===== src/tcs_pkg.sv =====
package tcs_pkg;

  // machine cycle timing
  localparam int TCS_CLKS_PER_MC = 4;
  localparam int TCS_CLK_PERIOD_NS = 10;
  localparam int TCS_SLOW_BASE_CLKS = 12;
  localparam logic [1:0] TCS_SLOW_DIV = 2'(TCS_SLOW_BASE_CLKS / TCS_CLKS_PER_MC);
  localparam logic [1:0] TCS_PHASE_C3 = 2'h2;
  localparam logic [1:0] TCS_PHASE_C4 = 2'h3;

  // register byte offsets
  localparam int TCS_ADDR_W = 8;
  localparam logic [7:0] TCS_OFS_UNIT_CTRL = 8'h00;
  localparam logic [7:0] TCS_OFS_UNIT_MODE = 8'h04;
  localparam logic [7:0] TCS_OFS_CLK_SEL = 8'h08;
  localparam logic [7:0] TCS_OFS_U0_LOW = 8'h0c;
  localparam logic [7:0] TCS_OFS_U0_HIGH = 8'h10;
  localparam logic [7:0] TCS_OFS_U1_LOW = 8'h14;
  localparam logic [7:0] TCS_OFS_U1_HIGH = 8'h18;
  localparam logic [7:0] TCS_OFS_C2_CTRL = 8'h1c;
  localparam logic [7:0] TCS_OFS_C2_MODE = 8'h20;
  localparam logic [7:0] TCS_OFS_C2_LOW = 8'h24;
  localparam logic [7:0] TCS_OFS_C2_HIGH = 8'h28;
  localparam logic [7:0] TCS_OFS_CAP_LOW = 8'h2c;
  localparam logic [7:0] TCS_OFS_CAP_HIGH = 8'h30;

  // unit_control_register bits
  localparam int TCS_BIT_RUN0 = 4;
  localparam int TCS_BIT_OVF0 = 5;
  localparam int TCS_BIT_RUN1 = 6;
  localparam int TCS_BIT_OVF1 = 7;
  // unit_mode_register: unit0 in [3:0], unit1 in [7:4]
  localparam int TCS_BIT_SRC0 = 2;
  localparam int TCS_BIT_SRC1 = 6;
  // clock_select_register bits
  localparam int TCS_BIT_FAST0 = 3;
  localparam int TCS_BIT_FAST1 = 4;
  localparam int TCS_BIT_FAST2 = 5;
  // ctr2_control_register bits
  localparam int TCS_BIT_CAPSEL = 0;
  localparam int TCS_BIT_C2SRC = 1;
  localparam int TCS_BIT_C2RUN = 2;
  localparam int TCS_BIT_TRIGEN = 3;
  localparam int TCS_BIT_EXTEV = 6;
  localparam int TCS_BIT_C2OVF = 7;
  // ctr2_mode_register bits
  localparam int TCS_BIT_DIREN = 0;
  localparam int TCS_BIT_AUTOCLR = 3;

  localparam logic [7:0] TCS_RST_BYTE = 8'h00;
  localparam logic [15:0] TCS_RST_WORD = 16'h0000;
  localparam logic [4:0] TCS_PRESCALE_TOP = 5'h1f;
  localparam logic [7:0] TCS_BYTE_TOP = 8'hff;
  localparam logic [15:0] TCS_WORD_TOP = 16'hffff;

  // edge sampler pin indices
  localparam int TCS_NPINS = 4;
  localparam int TCS_PIN_U0 = 0;
  localparam int TCS_PIN_U1 = 1;
  localparam int TCS_PIN_C2 = 2;
  localparam int TCS_PIN_TRIG = 3;

  typedef enum logic [1:0] {
    TCS_MODE_PRESCALED = 2'b00,
    TCS_MODE_FULL16 = 2'b01,
    TCS_MODE_RELOAD8 = 2'b10,
    TCS_MODE_SPLIT = 2'b11
  } tcs_mode_t;

  typedef struct packed {
    logic gate;
    logic source;
    tcs_mode_t mode;
  } tcs_unit_cfg_t;

  typedef struct packed {
    logic [7:0] lo;
    logic [7:0] hi;
    logic ovf;
  } tcs_cnt_t;

endpackage


===== src/tcs_timer_counter_set.sv =====
// Chosen here: register access over APB and the register addresses.
`timescale 1ns/10ps
module tcs_timer_counter_set import tcs_pkg::*; #(
  parameter int ADDR_W = TCS_ADDR_W
) (
  // clock and reset
  input wire logic ref_clk_in,
  input wire logic arst_n_in,
  // apb slave
  input wire logic psel_in,
  input wire logic penable_in,
  input wire logic pwrite_in,
  input wire logic [ADDR_W-1:0] paddr_in,
  input wire logic [31:0] pwdata_in,
  output logic [31:0] prdata_out,
  output logic pready_out,
  output logic pslverr_out,
  // external pins
  input wire logic unit0_count_pin_in,
  input wire logic unit1_count_pin_in,
  input wire logic ctr2_count_pin_in,
  input wire logic trigger_pin_in,
  input wire logic [1:0] external_gate_pin_in,
  // interrupt serviced pulses for units zero and one
  input wire logic [1:0] unit_int_ack_in,
  // flags
  output logic [1:0] unit_overflow_flag_out,
  output logic ctr2_overflow_flag_out,
  output logic external_event_flag_out
);

  logic [1:0] rst_sync_ff;
  logic rst_n;
  logic c3;
  logic c4;
  logic slow_tick;
  logic fast_tick;
  logic [TCS_NPINS-1:0] fall;

  logic [7:0] unit_control_register_ff;
  logic [7:0] unit_mode_register_ff;
  logic [7:0] clock_select_register_ff;
  logic [7:0] ctr2_control_register_ff;
  logic [7:0] ctr2_mode_register_ff;
  logic [7:0] u0_lo_ff;
  logic [7:0] u0_hi_ff;
  logic [7:0] u1_lo_ff;
  logic [7:0] u1_hi_ff;
  logic [15:0] ctr2_cnt_ff;
  logic [15:0] capture_ff;
  logic [31:0] prdata_ff;
  logic pready_ff;
  logic pslverr_ff;

  tcs_unit_cfg_t cfg0;
  tcs_unit_cfg_t cfg1;
  tcs_cnt_t nxt_u0;
  tcs_cnt_t nxt_u1;
  logic nxt_u0_hi_ovf;
  logic [15:0] nxt_ctr2_cnt;
  logic nxt_ctr2_ovf;
  logic nxt_ext_event;
  logic [31:0] nxt_prdata;
  logic nxt_hit;
  logic inc0;
  logic inc0_hi;
  logic inc1;
  logic inc2;
  logic trig;
  logic split0;
  logic set_ovf0;
  logic set_ovf1;
  logic wr;
  logic [7:0] wbyte;

  // reset release through two flops
  always_ff @(posedge ref_clk_in or negedge arst_n_in)
  begin
    if (!arst_n_in)
      rst_sync_ff <= 2'b00;
    else
      rst_sync_ff <= {rst_sync_ff[0], 1'b1};
  end
  assign rst_n = rst_sync_ff[1];

  tcs_phase_gen u_phase (
    .clk_in(ref_clk_in),
    .rst_n_in(rst_n),
    .c3_out(c3),
    .c4_out(c4),
    .slow_tick_out(slow_tick),
    .fast_tick_out(fast_tick)
  );

  tcs_edge_sampler #(
    .NPINS(TCS_NPINS)
  ) u_edges (
    .clk_in(ref_clk_in),
    .rst_n_in(rst_n),
    .c4_in(c4),
    .pins_in({trigger_pin_in, ctr2_count_pin_in, unit1_count_pin_in, unit0_count_pin_in}),
    .fall_out(fall)
  );

  // one step of a unit in modes 0 to 2
  function automatic tcs_cnt_t tcs_step(input tcs_mode_t mode, input logic [7:0] lo, input logic [7:0] hi);
    tcs_cnt_t r;
    r = '{lo: lo, hi: hi, ovf: 1'b0};
    unique case (mode)
      TCS_MODE_PRESCALED:
      begin
        r.lo[4:0] = lo[4:0] + 5'h1;
        if (lo[4:0] == TCS_PRESCALE_TOP)
        begin
          r.hi = hi + 8'h1;
          r.ovf = (hi == TCS_BYTE_TOP);
        end
      end
      TCS_MODE_FULL16:
      begin
        {r.hi, r.lo} = {hi, lo} + 16'h1;
        r.ovf = ({hi, lo} == TCS_WORD_TOP);
      end
      TCS_MODE_RELOAD8:
      begin
        r.lo = (lo == TCS_BYTE_TOP) ? hi : lo + 8'h1;
        r.ovf = (lo == TCS_BYTE_TOP);
      end
      TCS_MODE_SPLIT:
      begin
        r.lo = lo;
      end
    endcase
    return r;
  endfunction

  assign cfg0 = tcs_unit_cfg_t'(unit_mode_register_ff[3:0]);
  assign cfg1 = tcs_unit_cfg_t'(unit_mode_register_ff[7:4]);
  assign split0 = (cfg0.mode == TCS_MODE_SPLIT);

  // count pulses: edge from the previous cycle or the time base, all at C3
  always_comb
  begin
    logic tick0;
    logic tick1;
    logic base0;
    logic base1;
    logic run1;
    base0 = clock_select_register_ff[TCS_BIT_FAST0] ? fast_tick : slow_tick;
    base1 = clock_select_register_ff[TCS_BIT_FAST1] ? fast_tick : slow_tick;
    tick0 = cfg0.source ? (fall[TCS_PIN_U0] & c3) : base0;
    tick1 = cfg1.source ? (fall[TCS_PIN_U1] & c3) : base1;
    // unit one loses its run bit to the split high byte
    run1 = split0 ? 1'b1 : unit_control_register_ff[TCS_BIT_RUN1];
    inc0 = tick0 & unit_control_register_ff[TCS_BIT_RUN0] & (~cfg0.gate | external_gate_pin_in[0]);
    inc1 = tick1 & run1 & (~cfg1.gate | external_gate_pin_in[1]);
    inc0_hi = base0 & split0 & unit_control_register_ff[TCS_BIT_RUN1];
  end

  always_comb
  begin
    nxt_u0 = '{lo: u0_lo_ff, hi: u0_hi_ff, ovf: 1'b0};
    nxt_u0_hi_ovf = 1'b0;
    if (split0)
    begin
      if (inc0)
      begin
        nxt_u0.lo = u0_lo_ff + 8'h1;
        nxt_u0.ovf = (u0_lo_ff == TCS_BYTE_TOP);
      end
      if (inc0_hi)
      begin
        nxt_u0.hi = u0_hi_ff + 8'h1;
        nxt_u0_hi_ovf = (u0_hi_ff == TCS_BYTE_TOP);
      end
    end
    else if (inc0)
      nxt_u0 = tcs_step(cfg0.mode, u0_lo_ff, u0_hi_ff);
  end

  always_comb
  begin
    nxt_u1 = '{lo: u1_lo_ff, hi: u1_hi_ff, ovf: 1'b0};
    if (inc1)
      nxt_u1 = tcs_step(cfg1.mode, u1_lo_ff, u1_hi_ff);
  end

  assign set_ovf0 = nxt_u0.ovf;
  assign set_ovf1 = split0 ? nxt_u0_hi_ovf : nxt_u1.ovf;

  // counter two
  always_comb
  begin
    logic tick2;
    logic base2;
    base2 = clock_select_register_ff[TCS_BIT_FAST2] ? fast_tick : slow_tick;
    tick2 = ctr2_control_register_ff[TCS_BIT_C2SRC] ? (fall[TCS_PIN_C2] & c3) : base2;
    inc2 = tick2 & ctr2_control_register_ff[TCS_BIT_C2RUN];
    trig = fall[TCS_PIN_TRIG] & c3 & ctr2_control_register_ff[TCS_BIT_TRIGEN];
    nxt_ctr2_cnt = ctr2_cnt_ff;
    nxt_ctr2_ovf = 1'b0;
    nxt_ext_event = trig;
    if (inc2)
    begin
      nxt_ctr2_ovf = (ctr2_cnt_ff == TCS_WORD_TOP);
      nxt_ctr2_cnt = ctr2_cnt_ff + 16'h1;
      // up/down direction is not modelled; direction enable counts up too
      if (!ctr2_control_register_ff[TCS_BIT_CAPSEL] && nxt_ctr2_ovf)
        nxt_ctr2_cnt = capture_ff;
    end
    if (trig)
    begin
      if (ctr2_control_register_ff[TCS_BIT_CAPSEL])
      begin
        if (ctr2_mode_register_ff[TCS_BIT_AUTOCLR])
          nxt_ctr2_cnt = TCS_RST_WORD;
      end
      else
        nxt_ctr2_cnt = capture_ff;
    end
  end

  // apb: one wait state, write lands on the completing edge
  assign wr = psel_in & penable_in & pready_ff & pwrite_in;
  assign wbyte = pwdata_in[7:0];

  always_comb
  begin
    nxt_prdata = 32'h0000_0000;
    nxt_hit = 1'b1;
    unique case (paddr_in[7:0])
      TCS_OFS_UNIT_CTRL: nxt_prdata[7:0] = unit_control_register_ff;
      TCS_OFS_UNIT_MODE: nxt_prdata[7:0] = unit_mode_register_ff;
      TCS_OFS_CLK_SEL: nxt_prdata[7:0] = clock_select_register_ff;
      TCS_OFS_U0_LOW: nxt_prdata[7:0] = u0_lo_ff;
      TCS_OFS_U0_HIGH: nxt_prdata[7:0] = u0_hi_ff;
      TCS_OFS_U1_LOW: nxt_prdata[7:0] = u1_lo_ff;
      TCS_OFS_U1_HIGH: nxt_prdata[7:0] = u1_hi_ff;
      TCS_OFS_C2_CTRL: nxt_prdata[7:0] = ctr2_control_register_ff;
      TCS_OFS_C2_MODE: nxt_prdata[7:0] = ctr2_mode_register_ff;
      TCS_OFS_C2_LOW: nxt_prdata[7:0] = ctr2_cnt_ff[7:0];
      TCS_OFS_C2_HIGH: nxt_prdata[7:0] = ctr2_cnt_ff[15:8];
      TCS_OFS_CAP_LOW: nxt_prdata[7:0] = capture_ff[7:0];
      TCS_OFS_CAP_HIGH: nxt_prdata[7:0] = capture_ff[15:8];
      default: nxt_hit = 1'b0;
    endcase
    if (paddr_in[ADDR_W-1:0] != ADDR_W'(paddr_in[7:0]))
      nxt_hit = 1'b0;
  end

  always_ff @(posedge ref_clk_in or negedge rst_n)
  begin
    if (!rst_n)
    begin
      pready_ff <= 1'b0;
      prdata_ff <= 32'h0000_0000;
      pslverr_ff <= 1'b0;
    end
    else
    begin
      pready_ff <= psel_in & penable_in & ~pready_ff;
      if (psel_in && penable_in && !pready_ff)
      begin
        prdata_ff <= nxt_hit ? nxt_prdata : 32'h0000_0000;
        pslverr_ff <= ~nxt_hit;
      end
      else
        pslverr_ff <= 1'b0;
    end
  end

  // unit control: hardware set beats both service clear and software write
  always_ff @(posedge ref_clk_in or negedge rst_n)
  begin
    if (!rst_n)
      unit_control_register_ff <= TCS_RST_BYTE;
    else
    begin
      if (wr && paddr_in[7:0] == TCS_OFS_UNIT_CTRL)
        unit_control_register_ff <= wbyte;
      if (set_ovf0)
        unit_control_register_ff[TCS_BIT_OVF0] <= 1'b1;
      else if (unit_int_ack_in[0])
        unit_control_register_ff[TCS_BIT_OVF0] <= 1'b0;
      if (set_ovf1)
        unit_control_register_ff[TCS_BIT_OVF1] <= 1'b1;
      else if (unit_int_ack_in[1])
        unit_control_register_ff[TCS_BIT_OVF1] <= 1'b0;
    end
  end

  always_ff @(posedge ref_clk_in or negedge rst_n)
  begin
    if (!rst_n)
    begin
      unit_mode_register_ff <= TCS_RST_BYTE;
      clock_select_register_ff <= TCS_RST_BYTE;
      ctr2_mode_register_ff <= TCS_RST_BYTE;
    end
    else if (wr)
    begin
      if (paddr_in[7:0] == TCS_OFS_UNIT_MODE)
        unit_mode_register_ff <= wbyte;
      if (paddr_in[7:0] == TCS_OFS_CLK_SEL)
        clock_select_register_ff <= wbyte;
      if (paddr_in[7:0] == TCS_OFS_C2_MODE)
        ctr2_mode_register_ff <= wbyte;
    end
  end

  // counter two flags stay until software clears them
  always_ff @(posedge ref_clk_in or negedge rst_n)
  begin
    if (!rst_n)
      ctr2_control_register_ff <= TCS_RST_BYTE;
    else
    begin
      if (wr && paddr_in[7:0] == TCS_OFS_C2_CTRL)
        ctr2_control_register_ff <= wbyte;
      if (nxt_ctr2_ovf)
        ctr2_control_register_ff[TCS_BIT_C2OVF] <= 1'b1;
      if (nxt_ext_event)
        ctr2_control_register_ff[TCS_BIT_EXTEV] <= 1'b1;
    end
  end

  // software writes to a count byte win over that cycle's increment
  always_ff @(posedge ref_clk_in or negedge rst_n)
  begin
    if (!rst_n)
    begin
      u0_lo_ff <= TCS_RST_BYTE;
      u0_hi_ff <= TCS_RST_BYTE;
      u1_lo_ff <= TCS_RST_BYTE;
      u1_hi_ff <= TCS_RST_BYTE;
    end
    else
    begin
      u0_lo_ff <= (wr && paddr_in[7:0] == TCS_OFS_U0_LOW) ? wbyte : nxt_u0.lo;
      u0_hi_ff <= (wr && paddr_in[7:0] == TCS_OFS_U0_HIGH) ? wbyte : nxt_u0.hi;
      u1_lo_ff <= (wr && paddr_in[7:0] == TCS_OFS_U1_LOW) ? wbyte : nxt_u1.lo;
      u1_hi_ff <= (wr && paddr_in[7:0] == TCS_OFS_U1_HIGH) ? wbyte : nxt_u1.hi;
    end
  end

  always_ff @(posedge ref_clk_in or negedge rst_n)
  begin
    if (!rst_n)
      ctr2_cnt_ff <= TCS_RST_WORD;
    else
    begin
      ctr2_cnt_ff <= nxt_ctr2_cnt;
      if (wr && paddr_in[7:0] == TCS_OFS_C2_LOW)
        ctr2_cnt_ff[7:0] <= wbyte;
      if (wr && paddr_in[7:0] == TCS_OFS_C2_HIGH)
        ctr2_cnt_ff[15:8] <= wbyte;
    end
  end

  // capture takes the count as it stood before this edge's increment
  always_ff @(posedge ref_clk_in or negedge rst_n)
  begin
    if (!rst_n)
      capture_ff <= TCS_RST_WORD;
    else if (trig && ctr2_control_register_ff[TCS_BIT_CAPSEL])
      capture_ff <= ctr2_cnt_ff;
    else
    begin
      if (wr && paddr_in[7:0] == TCS_OFS_CAP_LOW)
        capture_ff[7:0] <= wbyte;
      if (wr && paddr_in[7:0] == TCS_OFS_CAP_HIGH)
        capture_ff[15:8] <= wbyte;
    end
  end

  assign prdata_out = prdata_ff;
  assign pready_out = pready_ff;
  assign pslverr_out = pslverr_ff;
  assign unit_overflow_flag_out = {unit_control_register_ff[TCS_BIT_OVF1], unit_control_register_ff[TCS_BIT_OVF0]};
  assign ctr2_overflow_flag_out = ctr2_control_register_ff[TCS_BIT_C2OVF];
  assign external_event_flag_out = ctr2_control_register_ff[TCS_BIT_EXTEV];

endmodule // tcs_timer_counter_set


===== src/tcs_phase_gen.sv =====
`timescale 1ns/10ps
module tcs_phase_gen import tcs_pkg::*; (
  // clock and reset
  input wire logic clk_in,
  input wire logic rst_n_in,
  // phase strobes
  output logic c3_out,
  output logic c4_out,
  output logic slow_tick_out,
  output logic fast_tick_out
);

  logic [1:0] phase_ff;
  logic [1:0] div_ff;

  always_ff @(posedge clk_in or negedge rst_n_in)
  begin
    if (!rst_n_in)
      phase_ff <= 2'h0;
    else
      phase_ff <= phase_ff + 2'h1;
  end

  // one in three machine cycles gives the divide-by-12 base
  always_ff @(posedge clk_in or negedge rst_n_in)
  begin
    if (!rst_n_in)
      div_ff <= 2'h0;
    else if (phase_ff == TCS_PHASE_C3)
      div_ff <= (div_ff == TCS_SLOW_DIV - 2'h1) ? 2'h0 : div_ff + 2'h1;
  end

  assign c3_out = (phase_ff == TCS_PHASE_C3);
  assign c4_out = (phase_ff == TCS_PHASE_C4);
  assign fast_tick_out = c3_out;
  assign slow_tick_out = c3_out && (div_ff == 2'h0);

endmodule // tcs_phase_gen


===== src/tcs_edge_sampler.sv =====
`timescale 1ns/10ps
module tcs_edge_sampler import tcs_pkg::*; #(
  parameter int NPINS = TCS_NPINS
) (
  // clock and reset
  input wire logic clk_in,
  input wire logic rst_n_in,
  // sample strobe and pins
  input wire logic c4_in,
  input wire logic [NPINS-1:0] pins_in,
  // falling edge seen, held one machine cycle
  output logic [NPINS-1:0] fall_out
);

  logic [NPINS-1:0] smp_ff;
  logic [NPINS-1:0] fall_ff;

  genvar i;
  generate
    for (i = 0; i < NPINS; i++)
    begin : g_pin
      // reset sample low so a low pin after reset gives no false edge
      always_ff @(posedge clk_in or negedge rst_n_in)
      begin
        if (!rst_n_in)
        begin
          smp_ff[i] <= 1'b0;
          fall_ff[i] <= 1'b0;
        end
        else if (c4_in)
        begin
          smp_ff[i] <= pins_in[i];
          fall_ff[i] <= smp_ff[i] & ~pins_in[i];
        end
      end
    end
  endgenerate

  assign fall_out = fall_ff;

endmodule // tcs_edge_sampler


===== config.mk =====
export PLATFORM = sky130hd
export DESIGN_NAME = tcs_timer_counter_set
export DESIGN_NICKNAME = d
export VERILOG_FILES = /design/src/tcs_pkg.sv /design/src/tcs_timer_counter_set.sv /design/src/tcs_phase_gen.sv /design/src/tcs_edge_sampler.sv
export SDC_FILE = /design/constraint.sdc
export NUM_CORES = 1
export LEC_CHECK = 0
export BUFFER_PORTS_ARGS = -buffer_cell sky130_fd_sc_hd__clkbuf_2
export CAP_MARGIN = 20
export CORE_MARGIN = 1.5
export CORE_UTILIZATION = 64
export CTS_CLUSTER_DIAMETER = 80
export DETAILED_ROUTE_END_ITERATION = 7
export GPL_TIMING_DRIVEN = 1
export PLACE_DENSITY = 0.86
export SLEW_MARGIN = 30
export SYNTH_ARGS = -nofsm -noshare
export SYNTH_HDL_FRONTEND = slang
export SYNTH_HIERARCHICAL = 1
export SYNTH_SLANG_ARGS = --single-unit

===== constraint.sdc =====
create_clock -name ref_clk_in -period 7.15 [get_ports ref_clk_in]
set_input_delay 1.7875 -clock ref_clk_in [delete_from_list [all_inputs] [get_ports ref_clk_in]]
set_output_delay 1.7875 -clock ref_clk_in [all_outputs]
set_load 0.03 [all_outputs]

**After elaboration in Yosys (flattened, before gate mapping)**

Cells that the tools add are included.

- Equal/unequal tests: 34
- $add $sub $neg: 11
- Reductions and logical operators: 44
- Bitwise logic cells: 30
- Mux-type cells: 55

Operators by type and width:

| operator | count |
|---|---|
| two-way mux 8 bit | 15 |
| case mux 8 bit (13 select lines) | 1 |
| two-way mux 16 bit | 6 |
| two-way mux 17 bit | 3 |
| adder 16 x 1 -> 16 bit (second input constant) | 3 |
| == test 16 bit (second input constant) | 3 |
| == test 8 x 6 -> 1 bit (second input constant) | 5 |
| adder 8 x 1 -> 8 bit (second input constant) | 4 |
| == test 8 x 5 -> 1 bit (second input constant) | 4 |
| == test 8 bit (second input constant) | 4 |
| case mux 8 bit (2 select lines) | 2 |
| case mux 5 bit (3 select lines) | 2 |
| bitwise AND 1 bit | 20 |
| two-way mux 1 bit | 19 |
| two-way mux 9 bit | 2 |
| == test 8 x 4 -> 1 bit (second input constant) | 2 |
| logical AND 1 bit | 15 |
| nonzero test 3 bit | 5 |
| == test 2 bit (second input constant) | 7 |
| nonzero test 2 bit | 7 |
| OR reduction 13 bit | 1 |
| case mux 3 bit (2 select lines) | 2 |
| AND reduction 2 bit | 6 |
| adder 5 x 1 -> 5 bit (second input constant) | 2 |
| other kinds (17) | 34 |

- Flip-flop bits (word level): 152
- Word-level logic and storage cells: 206
- Output and inout port bits: 38
- Bits of input ports: 53

**Depth between registers and ports, before layout**

Gate-level depths: netlist of run 1.

- Depth after elaboration: 10
- Gate-level depth with buffers: 10
- Mapped depth without buffers: 9

**Cells and area by module**

The synthesis of run 1 kept the hierarchy.

Modules (own cells, without submodules):

| module | instances | cells each | area an instance (um^2) | seq. area each (um^2) |
|---|---|---|---|---|
| tcs_timer_counter_set | 1 | 881 | 7841.3 | 2902.8 |
| tcs_edge_sampler | 1 | 25 | 326.6 | 200.2 |
| tcs_phase_gen | 1 | 16 | 196.4 | 100.1 |

**Least setup slack after synthesis of run 1**

No wires, ideal clock.

- Path kind: input -> register
- From: input port paddr_in[1]
- To: register capture_ff[10]
- Setup time: 137 ps
- Required time: 7013 ps
- Slack: 3591 ps
- Path buffers: 1
- Stages: 7
- Data arrival time: 3422 ps
- Path through: or4_1 > buf_2 > nor3_4 > nand3_2 > nor3_4 > mux2i_1 > a21oi_1

- Cells in the longest elaborated chain, start to end: 3

Ends and longest elaborated chain:

| what | line | source |
|---|---|---|
| from (decl) | tcs_timer_counter_set.sv:13 | `input wire logic [ADDR_W-1:0] paddr_in,` |
| == test 8 x 6 -> 1 bit | tcs_timer_counter_set.sv:371 | `if (wr && paddr_in[7:0] == TCS_OFS_CAP_HIGH)` |
| logical AND 1 bit | tcs_timer_counter_set.sv:371 |  |
| nonzero test 2 bit (no source line) | - |  |
| to (signal assigned) | tcs_timer_counter_set.sv:366 | `capture_ff <= ctr2_cnt_ff;` |
| to (signal assigned) | tcs_timer_counter_set.sv:372 | `capture_ff[15:8] <= wbyte;` |
| to (decl) | tcs_timer_counter_set.sv:50 | `logic [15:0] capture_ff;` |

Every way passes these cells.
A chain may end at the register's enable or synchronous reset.

**Worst setup path after layout of run 1**

- From: input port paddr_in[4]
- To: register u1_hi_ff[3]

- Cells in the longest elaborated chain, start to end: 4
- Elaborated cells between the ends (all ways): 7
- Those cells by class: 2 x eq/ne; 1 x mux; 4 x reduce/logical

Ends and longest elaborated chain:

| what | line | source |
|---|---|---|
| == test 8 x 5 -> 1 bit * | tcs_timer_counter_set.sv:342 | `u1_hi_ff <= (wr && paddr_in[7:0] == TCS_OFS_U1_HIGH) ? wbyte : nxt_u1.hi;` |
| logical AND 1 bit * | tcs_timer_counter_set.sv:342 |  |
| inequality test 3 bit (no source line) (tied with other cells) | - |  |
| AND reduction 3 bit (no source line) | - |  |
| to (signal assigned) | tcs_timer_counter_set.sv:342 |  |
| to (decl) | tcs_timer_counter_set.sv:48 | `logic [7:0] u1_hi_ff;` |

Every way passes the cells marked *; elsewhere a longest branch is shown, timed or not.

==> results of run 1 <==
==> synth_stat cells (4+ instances only) <==
library cell	instances	share of area (%)
o21ai_0	67	4.0
a21oi_1	61	3.6
nand3_1	42	2.5
nand3b_1	10	0.90
o22ai_1	13	0.97
a221oi_1	8	0.84
nand4_1	17	1.3
nor3_1	11	0.66
and3_1	17	1.3
o211ai_1	6	0.54
clkbuf_1	39	1.8
a31oi_1	19	1.4
nand2b_1	7	0.52
nor2_1	73	3.3
o31ai_1	6	0.54
and4_1	7	0.73
o221ai_1	5	0.52
nor2b_1	5	0.37
xnor2_1	5	0.52
xor2_1	10	1.0
o22a_1	4	0.42
dfrtp_1	128	38
ha_1	18	2.7
a21o_1	4	0.36
nor4_1	4	0.30
mux2_2	45	6.1
buf_4	27	2.4
buf_2	4	0.24
nor4b_1	4	0.42
mux2i_1	41	4.9
a22oi_1	14	1.3
a211oi_1	10	0.90
nand2_1	77	3.5
mux4_2	4	1.1
inv_1	27	1.2
a311oi_1	4	0.42
o21a_1	4	0.36
==> stage by stage <==
step | util (%) | cells | instance area [sq um]
after detailed placement | 67.56 | 1092 | 8561
after CTS | 72.34 | 1123 | 9166
after floorplan | - | 945 | 8451
final | 72.58 | 1124 | 9196
after global placement | 67.54 | 1092 | 8558
after global routing | 72.58 | 1124 | 9196
==> cells by family after synthesis <==
logic type | synth area share [%]
other | 0.08979
and+or+nand+nor | 18.19
xor gates and xnor gates | 1.571
muxes | 12.40
buffers and inverters | 6.058
adders and majority gates | 2.693
AOI/OAI and AO/OA | 20.70
DFF | 38.29
==> layout make-up <==
| type | instances | share of cell area (%) |
|---|---|---|
| well taps | 172 | 2.340 |
| inverters | 28 | 1.143 |
| flip-flops and latches | 128 | 34.87 |
| repair buffers | 52 | 3.320 |
| clock buffers | 21 | 5.116 |
| multi-input cells | 713 | 51.74 |
| clock inverters | 10 | 1.469 |
==> worst reg2reg max path, stage by stage (launching register included) <==
cell       delay, ps
dfrtp_1          380
inv_1            100
ha_1             370
nor3b_1          500
mux2_2           310
o2111ai_1        130
buf_4            220
o31ai_4          420
nand2b_1         160
or4_1            490
a31oi_1          170
==> layer usage <==
| layer | track usage [%] | up-vias |
|---|---|---|
| met5 | 0 | - |
| met2 | 55.15 | 605 |
| li1 | - | 3436 |
| met3 | 6.566 | 82 |
| met4 | 16.59 | 0 |
| met1 | 54.76 | 3713 |
==> power by group through the flow <==
stage                     Clock, uW  Sequential [uW]  Combinational, uW
after floorplan                   0              780               80.5
after CTS                       903              757                130
after detailed placement          0              769                130
final                           903              752                141
after global placement            0              769                128
after global routing            939              753                149
==> sequential cells by signal, indices dropped and copies added (netlist names) <==
signal,flops
u1_lo_ff,8
unit_mode_register_ff,8
u_phase/div_ff,2
ctr2_cnt_ff,16
u0_lo_ff,8
u_edges/smp_ff,4
capture_ff,16
prdata_out,8
unit_control_register_ff,8
u0_hi_ff,8
u_edges/fall_out,4
clock_select_register_ff,8
rst_sync_ff,2
pslverr_out,1
u1_hi_ff,8
ctr2_mode_register_ff,8
pready_out,1
u_phase/phase_ff,2
ctr2_control_register_ff,8
==> worst paths after layout <==
check	from	to	slack, ps	depth (start not counted)
max	paddr_in[4]	u1_hi_ff[3]$_DFFE_PN0P_	2710	5
min	rst_sync_ff[1]$_DFF_PN0_	capture_ff[5]$_DFFE_PN0P_	210	0
max reg2reg	u_phase/phase_ff[0]$_DFF_PN0_	u0_hi_ff[7]$_DFFE_PN0P_	3830	10
min reg2reg	rst_sync_ff[1]$_DFF_PN0_	capture_ff[5]$_DFFE_PN0P_	210	0
max in group asynchronous	rst_sync_ff[1]$_DFF_PN0_	u0_hi_ff[5]$_DFFE_PN0P_	5590	2
min in group ref_clk_in	rst_sync_ff[0]$_DFF_PN0_	rst_sync_ff[1]$_DFF_PN0_	350	0
==> flow_summary.ini, run 1 <==
[clock_tree]
hold_buffers = 0
numCtsBuffers = 17
cts_tree = yes
cts_resized = 0
cts_setup_buffers = 0
cts_sinks = 128
clkLatencyLatePin_ps = 430
h-tree-depth = 4
clk_path_buf_depth = 2
clkTransAtPathRegs_ps = 60
cts-root-buf = clkbuf_16

[sta]
hold_slack_ps = 207.2
skew_ps = 11.04
final_max_slew_viol_count = 0
fmax_mhz = 225.0
worst_pin_slew_ps = 934.1
setup_viol = 0
min_period_over_period_pct = 62.15
min_period_ps = 4444
setup_slack_ps = 2706
maxSlewHeadroom_pct = 37.50
finalSetupTns_ps = 0
hold_violations = 0
rsz0062_at_grt = no

[floorplan]
die_height_um = 117.3
fp.dieW_um = 117.3
start_util_pct = 66.01
coreArea_sq_mm = 0.01267
fp.dieArea_sq_mm = 0.01376
rows = 41
top_level_ports = 91

[power]
power.total_uw = 1796
p_comb_share_pct = 7.9
p_leak_uw = 0.003804
p_switching_uw = 450.7
peakVddDrop_mv = 0.2040
internal_power_uw = 1346
pwr-share-seq_pct = 41.9
pwr-share-clk_pct = 50.3
netSwitchingFraction_pct = 25.09
power.density_mw_per_mm2 = 195.3

[route]
vias = 7836
dr.pass1.iters = 6
ant_nets = 0
routedLengthMet1_um = 10420
wl_met3_um = 3047
route.detailed.drc = 0
drtIter0Drc = 1204
drt_wl_total_um = 25490
routed.top_layer = met4
wl_met2_um = 11040
drt-vias-per-instance = 6.972
avgRoutedWirePerCell_um = 22.67

[critical_path]
critPathMaxStageDelay_ps = 840
path_buf_inv = 1
crit_arrival_ps = 4700
criticalPathCategory = in2reg
path_max_fanout = 23
required_ps = 7400
slowest_stage = nor4b_2
cp-start-kind = primary input
end_kind = flip-flop
cpLargestDelayFamily = simple AND/OR/NAND/NOR gates
path_cells = clkbuf_2 -> nor4b_2 -> nand2_1 -> nor2_1 -> o21ai_0

[synthesis]
synth_seq_area_share_pct = 38.29
synth.distinct_cells = 76
synth_edf_count = 0
synthCells = 922
synth_warnings = 6
ys.flop_type = dfrtp_1
syn_area_per_cell_sq_um = 9.072
synthArstFlopShare_pct = 100.0
netlist_area_sq_mm = 0.008364
ys_seq_elements = 128

[run_status]
status = completed

[global_route]
antenna_found_initial = 0
grt_pass1_vias = 7228
grt_max_degree = 69
track_usage_pct = 37.60
overflow = 0
grt_pass1_wl_um = 40330

[finish]
drive_above_1_share_pct = 16.39
final_cell_mix = 127 x dfrtp_1, 77 x nand2_1, 71 x nor2_1
num-nets-final = 1011
multiInputGateArea_sq_mm = 0.004758
fill_cells = 974
ff_latch_area_sq_mm = 0.003207
final_common_cell = dfrtp_1
antenna_cells = 0
syn_to_final_growth_pct = 9.948

[placement]
pre_cts_slack_ps = 2472
place_congestion = 0.9647
hpwl_um = 17330
io_buffers = 42

[job]
cap_violations = 0

[worst_hold_path]
hp-class = reg2async
Power figures use the tool's default switching activity.
==> inputs of run 2 (changes only) <==
--- a/config.mk
+++ b/config.mk
@@ -8,11 +8,11 @@
 export BUFFER_PORTS_ARGS = -buffer_cell sky130_fd_sc_hd__clkbuf_2
 export CAP_MARGIN = 20
 export CORE_MARGIN = 1.5
-export CORE_UTILIZATION = 64
+export CORE_UTILIZATION = 60
 export CTS_CLUSTER_DIAMETER = 80
 export DETAILED_ROUTE_END_ITERATION = 7
 export GPL_TIMING_DRIVEN = 1
-export PLACE_DENSITY = 0.86
+export PLACE_DENSITY = 0.81
 export SLEW_MARGIN = 30
 export SYNTH_ARGS = -nofsm -noshare
 export SYNTH_HDL_FRONTEND = slang
==> constraint.sdc (replaced) <==
create_clock -name ref_clk_in -period 4.4 [get_ports ref_clk_in]
set_input_delay 1.1 -clock ref_clk_in [delete_from_list [all_inputs] [get_ports ref_clk_in]]
set_output_delay 1.1 -clock ref_clk_in [all_outputs]
set_load 0.03 [all_outputs]
==> flow_summary.ini, run 2 (synthesized netlist as in run 1, its figures left out) <==
[placement]
placed_cell_area_sq_mm = 0.008618
hpwl_um = 17900
dp_cells = 1103
io_buffers = 42
place_congestion = 1.002

[sta]
min_period_over_period_pct = 74.90
skew_ps = 11.75
fmax_mhz = 303.5
finalSetupTns_ps = 0
rsz0062_at_grt = no
maxSlewHeadroom_pct = 30.96
worst_pin_slew_ps = 1032
final_max_slew_viol_count = 0
min_period_ps = 3295
setup_viol = 0
hold_violations = 0

[finish]
utilization_pct = 69.08
stdcell_area_sq_mm = 0.009256
syn_to_final_growth_pct = 10.67
antenna_cells = 0
final_cell_mix = 127 x dfrtp_1, 77 x nand2_1, 72 x nor2_1
num-nets-final = 1017
final_common_cell = dfrtp_1
drive_above_1_share_pct = 16.68
top_regs = capture_ff (16), ctr2_cnt_ff (16)
stdcell_count = 1135

[power]
power.density_mw_per_mm2 = 326.0
peakVddDrop_mv = 0.2681
p_leak_uw = 0.003843

[run_status]
status = completed

[critical_path]
path_cells = inv_1 -> ha_1 -> nor3b_1 -> mux2_2 -> o2111ai_1 -> buf_4 -> o31ai_4 -> nand2b_1 -> or4_1 -> a31oi_1
required_ps = 4750
end_kind = flip-flop
criticalPathCategory = reg2reg
slowest_stage = or4_1
path_max_fanout = 14
crit_arrival_ps = 3640
critPathMaxStageDelay_ps = 500
rr_worst_depth = 10
cp-start-kind = flip-flop

[route]
route.detailed.drc = 0
drtIter0Drc = 1213
vias = 7783
drt-vias-per-instance = 6.857
drt_wl_total_um = 26390
dr.pass1.iters = 7
avgRoutedWirePerCell_um = 23.25
ant_nets = 0

[global_route]
grt_max_degree = 49
track_usage_pct = 37.09
overflow = 0
antenna_found_initial = 0
grt_pass1_wl_um = 40770
grt_pass1_vias = 7149

[clock_tree]
clk_path_buf_depth = 2
clkLatencyLatePin_ps = 440
hold_buffers = 0
cts_tree = yes
cts_setup_buffers = 0
cts_resized = 0
cts-root-buf = clkbuf_16
cts_sinks = 128
clkTransAtPathRegs_ps = 60
h-tree-depth = 4
numCtsBuffers = 17

[job]
cap_violations = 0

[floorplan]
start_util_pct = 62.42
fp.dieW_um = 121.1
fp.dieArea_sq_mm = 0.01466
coreArea_sq_mm = 0.01340
top_level_ports = 91
die_height_um = 121.1
rows = 42

[worst_hold_path]
hp-class = reg2async
-- run 2: cell types whose count changed in the layout (fill, tap and decap cells not counted) --
cell,previous run,this run
buf_4,9,16
bufinv_16,3,5
clkbuf_1,1,3
clkbuf_8,3,1
buf_16,1,0
clkinvlp_4,4,3
nor2_1,71,72
nor2_2,5,4
-- run 2: worst paths after layout --
kind | startpoint | end | slack, ps
hold reg to reg | rst_sync_ff[1]$_DFF_PN0_ | capture_ff[5]$_DFFE_PN0P_ | 350
min in group ref_clk_in | rst_sync_ff[0]$_DFF_PN0_ | rst_sync_ff[1]$_DFF_PN0_ | 350
setup reg to reg | u_phase/phase_ff[0]$_DFF_PN0_ | u0_hi_ff[7]$_DFFE_PN0P_ | 1100
hold / removal | rst_sync_ff[1]$_DFF_PN0_ | capture_ff[5]$_DFFE_PN0P_ | 350
max in group asynchronous | rst_sync_ff[1]$_DFF_PN0_ | u0_lo_ff[4]$_DFFE_PN0P_ | 3030
setup / recovery | u_phase/phase_ff[0]$_DFF_PN0_ | u0_hi_ff[7]$_DFFE_PN0P_ | 1100
-- run 2: per-stage QoR --
stage / hold slack [ps] / worst slack (ps) / total power, uW
global placement: 336.8 / 970.3 / 1462
detailed placement: 341.0 / 928.6 / 1465
floorplan: 331.2 / 569.8 / 1398
CTS: 356.0 / 1116 / 3009
finish: 352.6 / 1105 / 3017
global route: 375.6 / 890.3 / 3092
-- run 2: layout make-up --
cell class | count | area (sq um)
clock buffers | 21 | 450.4
clock inverters | 11 | 187.7
fillers | 1050 | 4144
inverters | 28 | 105.1
multi-input cells | 713 | 4756
flip-flops and latches | 128 | 3207
well taps | 176 | 220.2
repair buffers | 58 | 330.3
-- run 2: where the power goes --
part	leakage (uW)	switching, uW	internal (uW)
Clock	0.000303	550	1020
Sequential	0.00153	28.9	1200
Combinational	0.00201	164	60.1
-- run 2: per-layer routing --
metal	up-vias	global-route usage, %	part of all wire (%)
li1	3446	-	-
met1	3713	51.76	41
met2	538	54.87	43
met3	86	10.29	12
met4	0	14.34	3.4
met5	-	0	0
-- run 2: critical path: cells and delay by family, from the launching register on --
kind                     cells  cell delay [ps]
AND/OR/NAND/NOR              3             1150
adder cells (fa/ha/maj)      1              350
multiplexers                 1              320
flip-flops                   1              370
buffers and inverters        2              310
AO/OA/AOI/OAI                3              700
==> inputs of run 3 (changes only) <==
==> constraint.sdc (replaced) <==
create_clock -name ref_clk_in -period 3.3 [get_ports ref_clk_in]
set_input_delay 0.825 -clock ref_clk_in [delete_from_list [all_inputs] [get_ports ref_clk_in]]
set_output_delay 0.825 -clock ref_clk_in [all_outputs]
set_load 0.03 [all_outputs]
==> flow_summary.ini, run 3 (synthesized netlist as in run 1, its figures left out) <==
[run_status]
status = completed

[route]
routedLengthMet1_um = 10630
drt-vias-per-instance = 6.851
routed.top_layer = met4
wl_met2_um = 11620
route.detailed.drc = 0
avgRoutedWirePerCell_um = 22.98
dr.pass1.iters = 6
ant_nets = 0
drt_wl_total_um = 26550
vias = 7913
drtIter0Drc = 1010
wl_met3_um = 3201

[sta]
min_period_ps = 3000
hold_violations = 0
skew_ps = 10.96
fmax_mhz = 333.3
rsz0062_at_grt = no
setup_viol = 0
maxSlewHeadroom_pct = 52.21
worst_pin_slew_ps = 714.2
finalSetupTns_ps = 0
min_period_over_period_pct = 90.91
final_max_slew_viol_count = 0

[critical_path]
end_kind = flip-flop
cpMostUsedCell = o21ai_0
path_max_fanout = 13
critPathMaxStageDelay_ps = 540
crit_arrival_ps = 3340
path_buf_inv = 2
slowest_stage = o21ai_0
cp-start-kind = flip-flop
cpLargestDelayFamily = compound AO/OA/AOI/OAI gates
criticalPathCategory = reg2reg
required_ps = 3640
path_cells = inv_1 -> ha_1 -> nor3b_1 -> mux2_2 -> o2111ai_1 -> buf_4 -> o21ai_0 -> o21ai_0 -> o22ai_1

[power]
power.density_mw_per_mm2 = 417.1
peakVddDrop_mv = 0.3557
p_leak_uw = 0.003948

[finish]
final_common_cell = dfrtp_1
top_regs = capture_ff (16), ctr2_cnt_ff (16)
num-nets-final = 1037
final_cell_mix = 127 x dfrtp_1, 77 x nand2_1, 73 x nor2_1
syn_to_final_growth_pct = 12.43
stdcell_area_sq_mm = 0.009404
antenna_cells = 0
drive_above_1_share_pct = 18.59

[clock_tree]
hold_buffers = 0
h-tree-depth = 4
cts-root-buf = clkbuf_16
clkTransAtPathRegs_ps = 60
cts_setup_buffers = 0
clkLatencyLatePin_ps = 420
cts_sinks = 128
cts_resized = 0
clk_path_buf_depth = 2
cts_tree = yes
numCtsBuffers = 17

[job]
cap_violations = 0

[floorplan]
coreArea_sq_mm = 0.01340
fp.dieArea_sq_mm = 0.01466
rows = 42
start_util_pct = 62.42
top_level_ports = 91
fp.dieW_um = 121.1
die_height_um = 121.1

[placement]
place_congestion = 0.9688
hpwl_um = 18600
placed_cell_area_sq_mm = 0.008778
io_buffers = 42

[global_route]
track_usage_pct = 37.57
antenna_found_initial = 0
grt_max_degree = 62
grt_pass1_vias = 7457
grt_pass1_wl_um = 41430
overflow = 0

[worst_hold_path]
hp-class = in2async
## run 3: cell count changes in the layout (fill, tap and decap cells not counted), sizes merged
cell      delta
bufinv       -2
buf         +20
clkinv       +4
clkbuf       -1
clkinvlp     -1
## run 3: per-layer routing
metal,GRT usage (%),up-vias
li1,-,3497
met1,52.28,3771
met2,55.47,552
met3,10.62,93
met4,14.85,0
met5,0,-
## run 3: stage by stage
step	hold WS, ps	cells	setup WS (ps)	power (uW)	util [%]
2_1_floorplan	331.1	945	691.8	1863	-
3_3_place_gp	218.2	1123	417.8	1956	65.51
3_5_place_dp	221.5	1123	363.3	1962	65.51
4_1_cts	165.9	1155	431.6	3931	70.18
5_1_grt	165.3	1155	130.7	4038	70.18
6_report	176.7	1155	299.9	3923	70.18
## run 3: final timing paths
path | from | endpoint | slack [ps] | cells past startpoint
worst max-delay path | u_phase/phase_ff[0]$_DFF_PN0_ | u0_lo_ff[7]$_DFFE_PN0P_ | 300 | 9
worst min-delay path | arst_n_in | rst_sync_ff[1]$_DFF_PN0_ | 180 | 1
worst max register to register | u_phase/phase_ff[0]$_DFF_PN0_ | u0_lo_ff[7]$_DFFE_PN0P_ | 300 | 9
worst min register to register | rst_sync_ff[1]$_DFF_PN0_ | ctr2_cnt_ff[3]$_DFF_PN0_ | 220 | 0
max in group asynchronous | rst_sync_ff[1]$_DFF_PN0_ | u0_hi_ff[5]$_DFFE_PN0P_ | 2160 | 1
min in group ref_clk_in | rst_sync_ff[0]$_DFF_PN0_ | rst_sync_ff[1]$_DFF_PN0_ | 350 | 0
## run 3: layout make-up
class	instances	area, sq um
Multi-Input combinational cell	713	4753
Fill cell	1052	3996
Timing Repair Buffer	78	493.0
Tap cell	176	220.2
Inverter	28	105.1
Clock inverter	12	158.9
Sequential cell	128	3207
Clock buffer	20	466.7
## run 3: worst register-to-register path, delay by kind of cell (launching register included)
kind	cells	cell delay, ps
buf+inv	2	370
simple gates	1	500
fa+ha+maj	1	170
compound gates	4	1170
mux	1	330
flops	1	380
## run 3: report_power, final
group	switching [uW]	internal [uW]	leakage, uW
logic	224	85.5	0.00212
registers	34.2	1600	0.00153
clock network	731	1250	0.000302
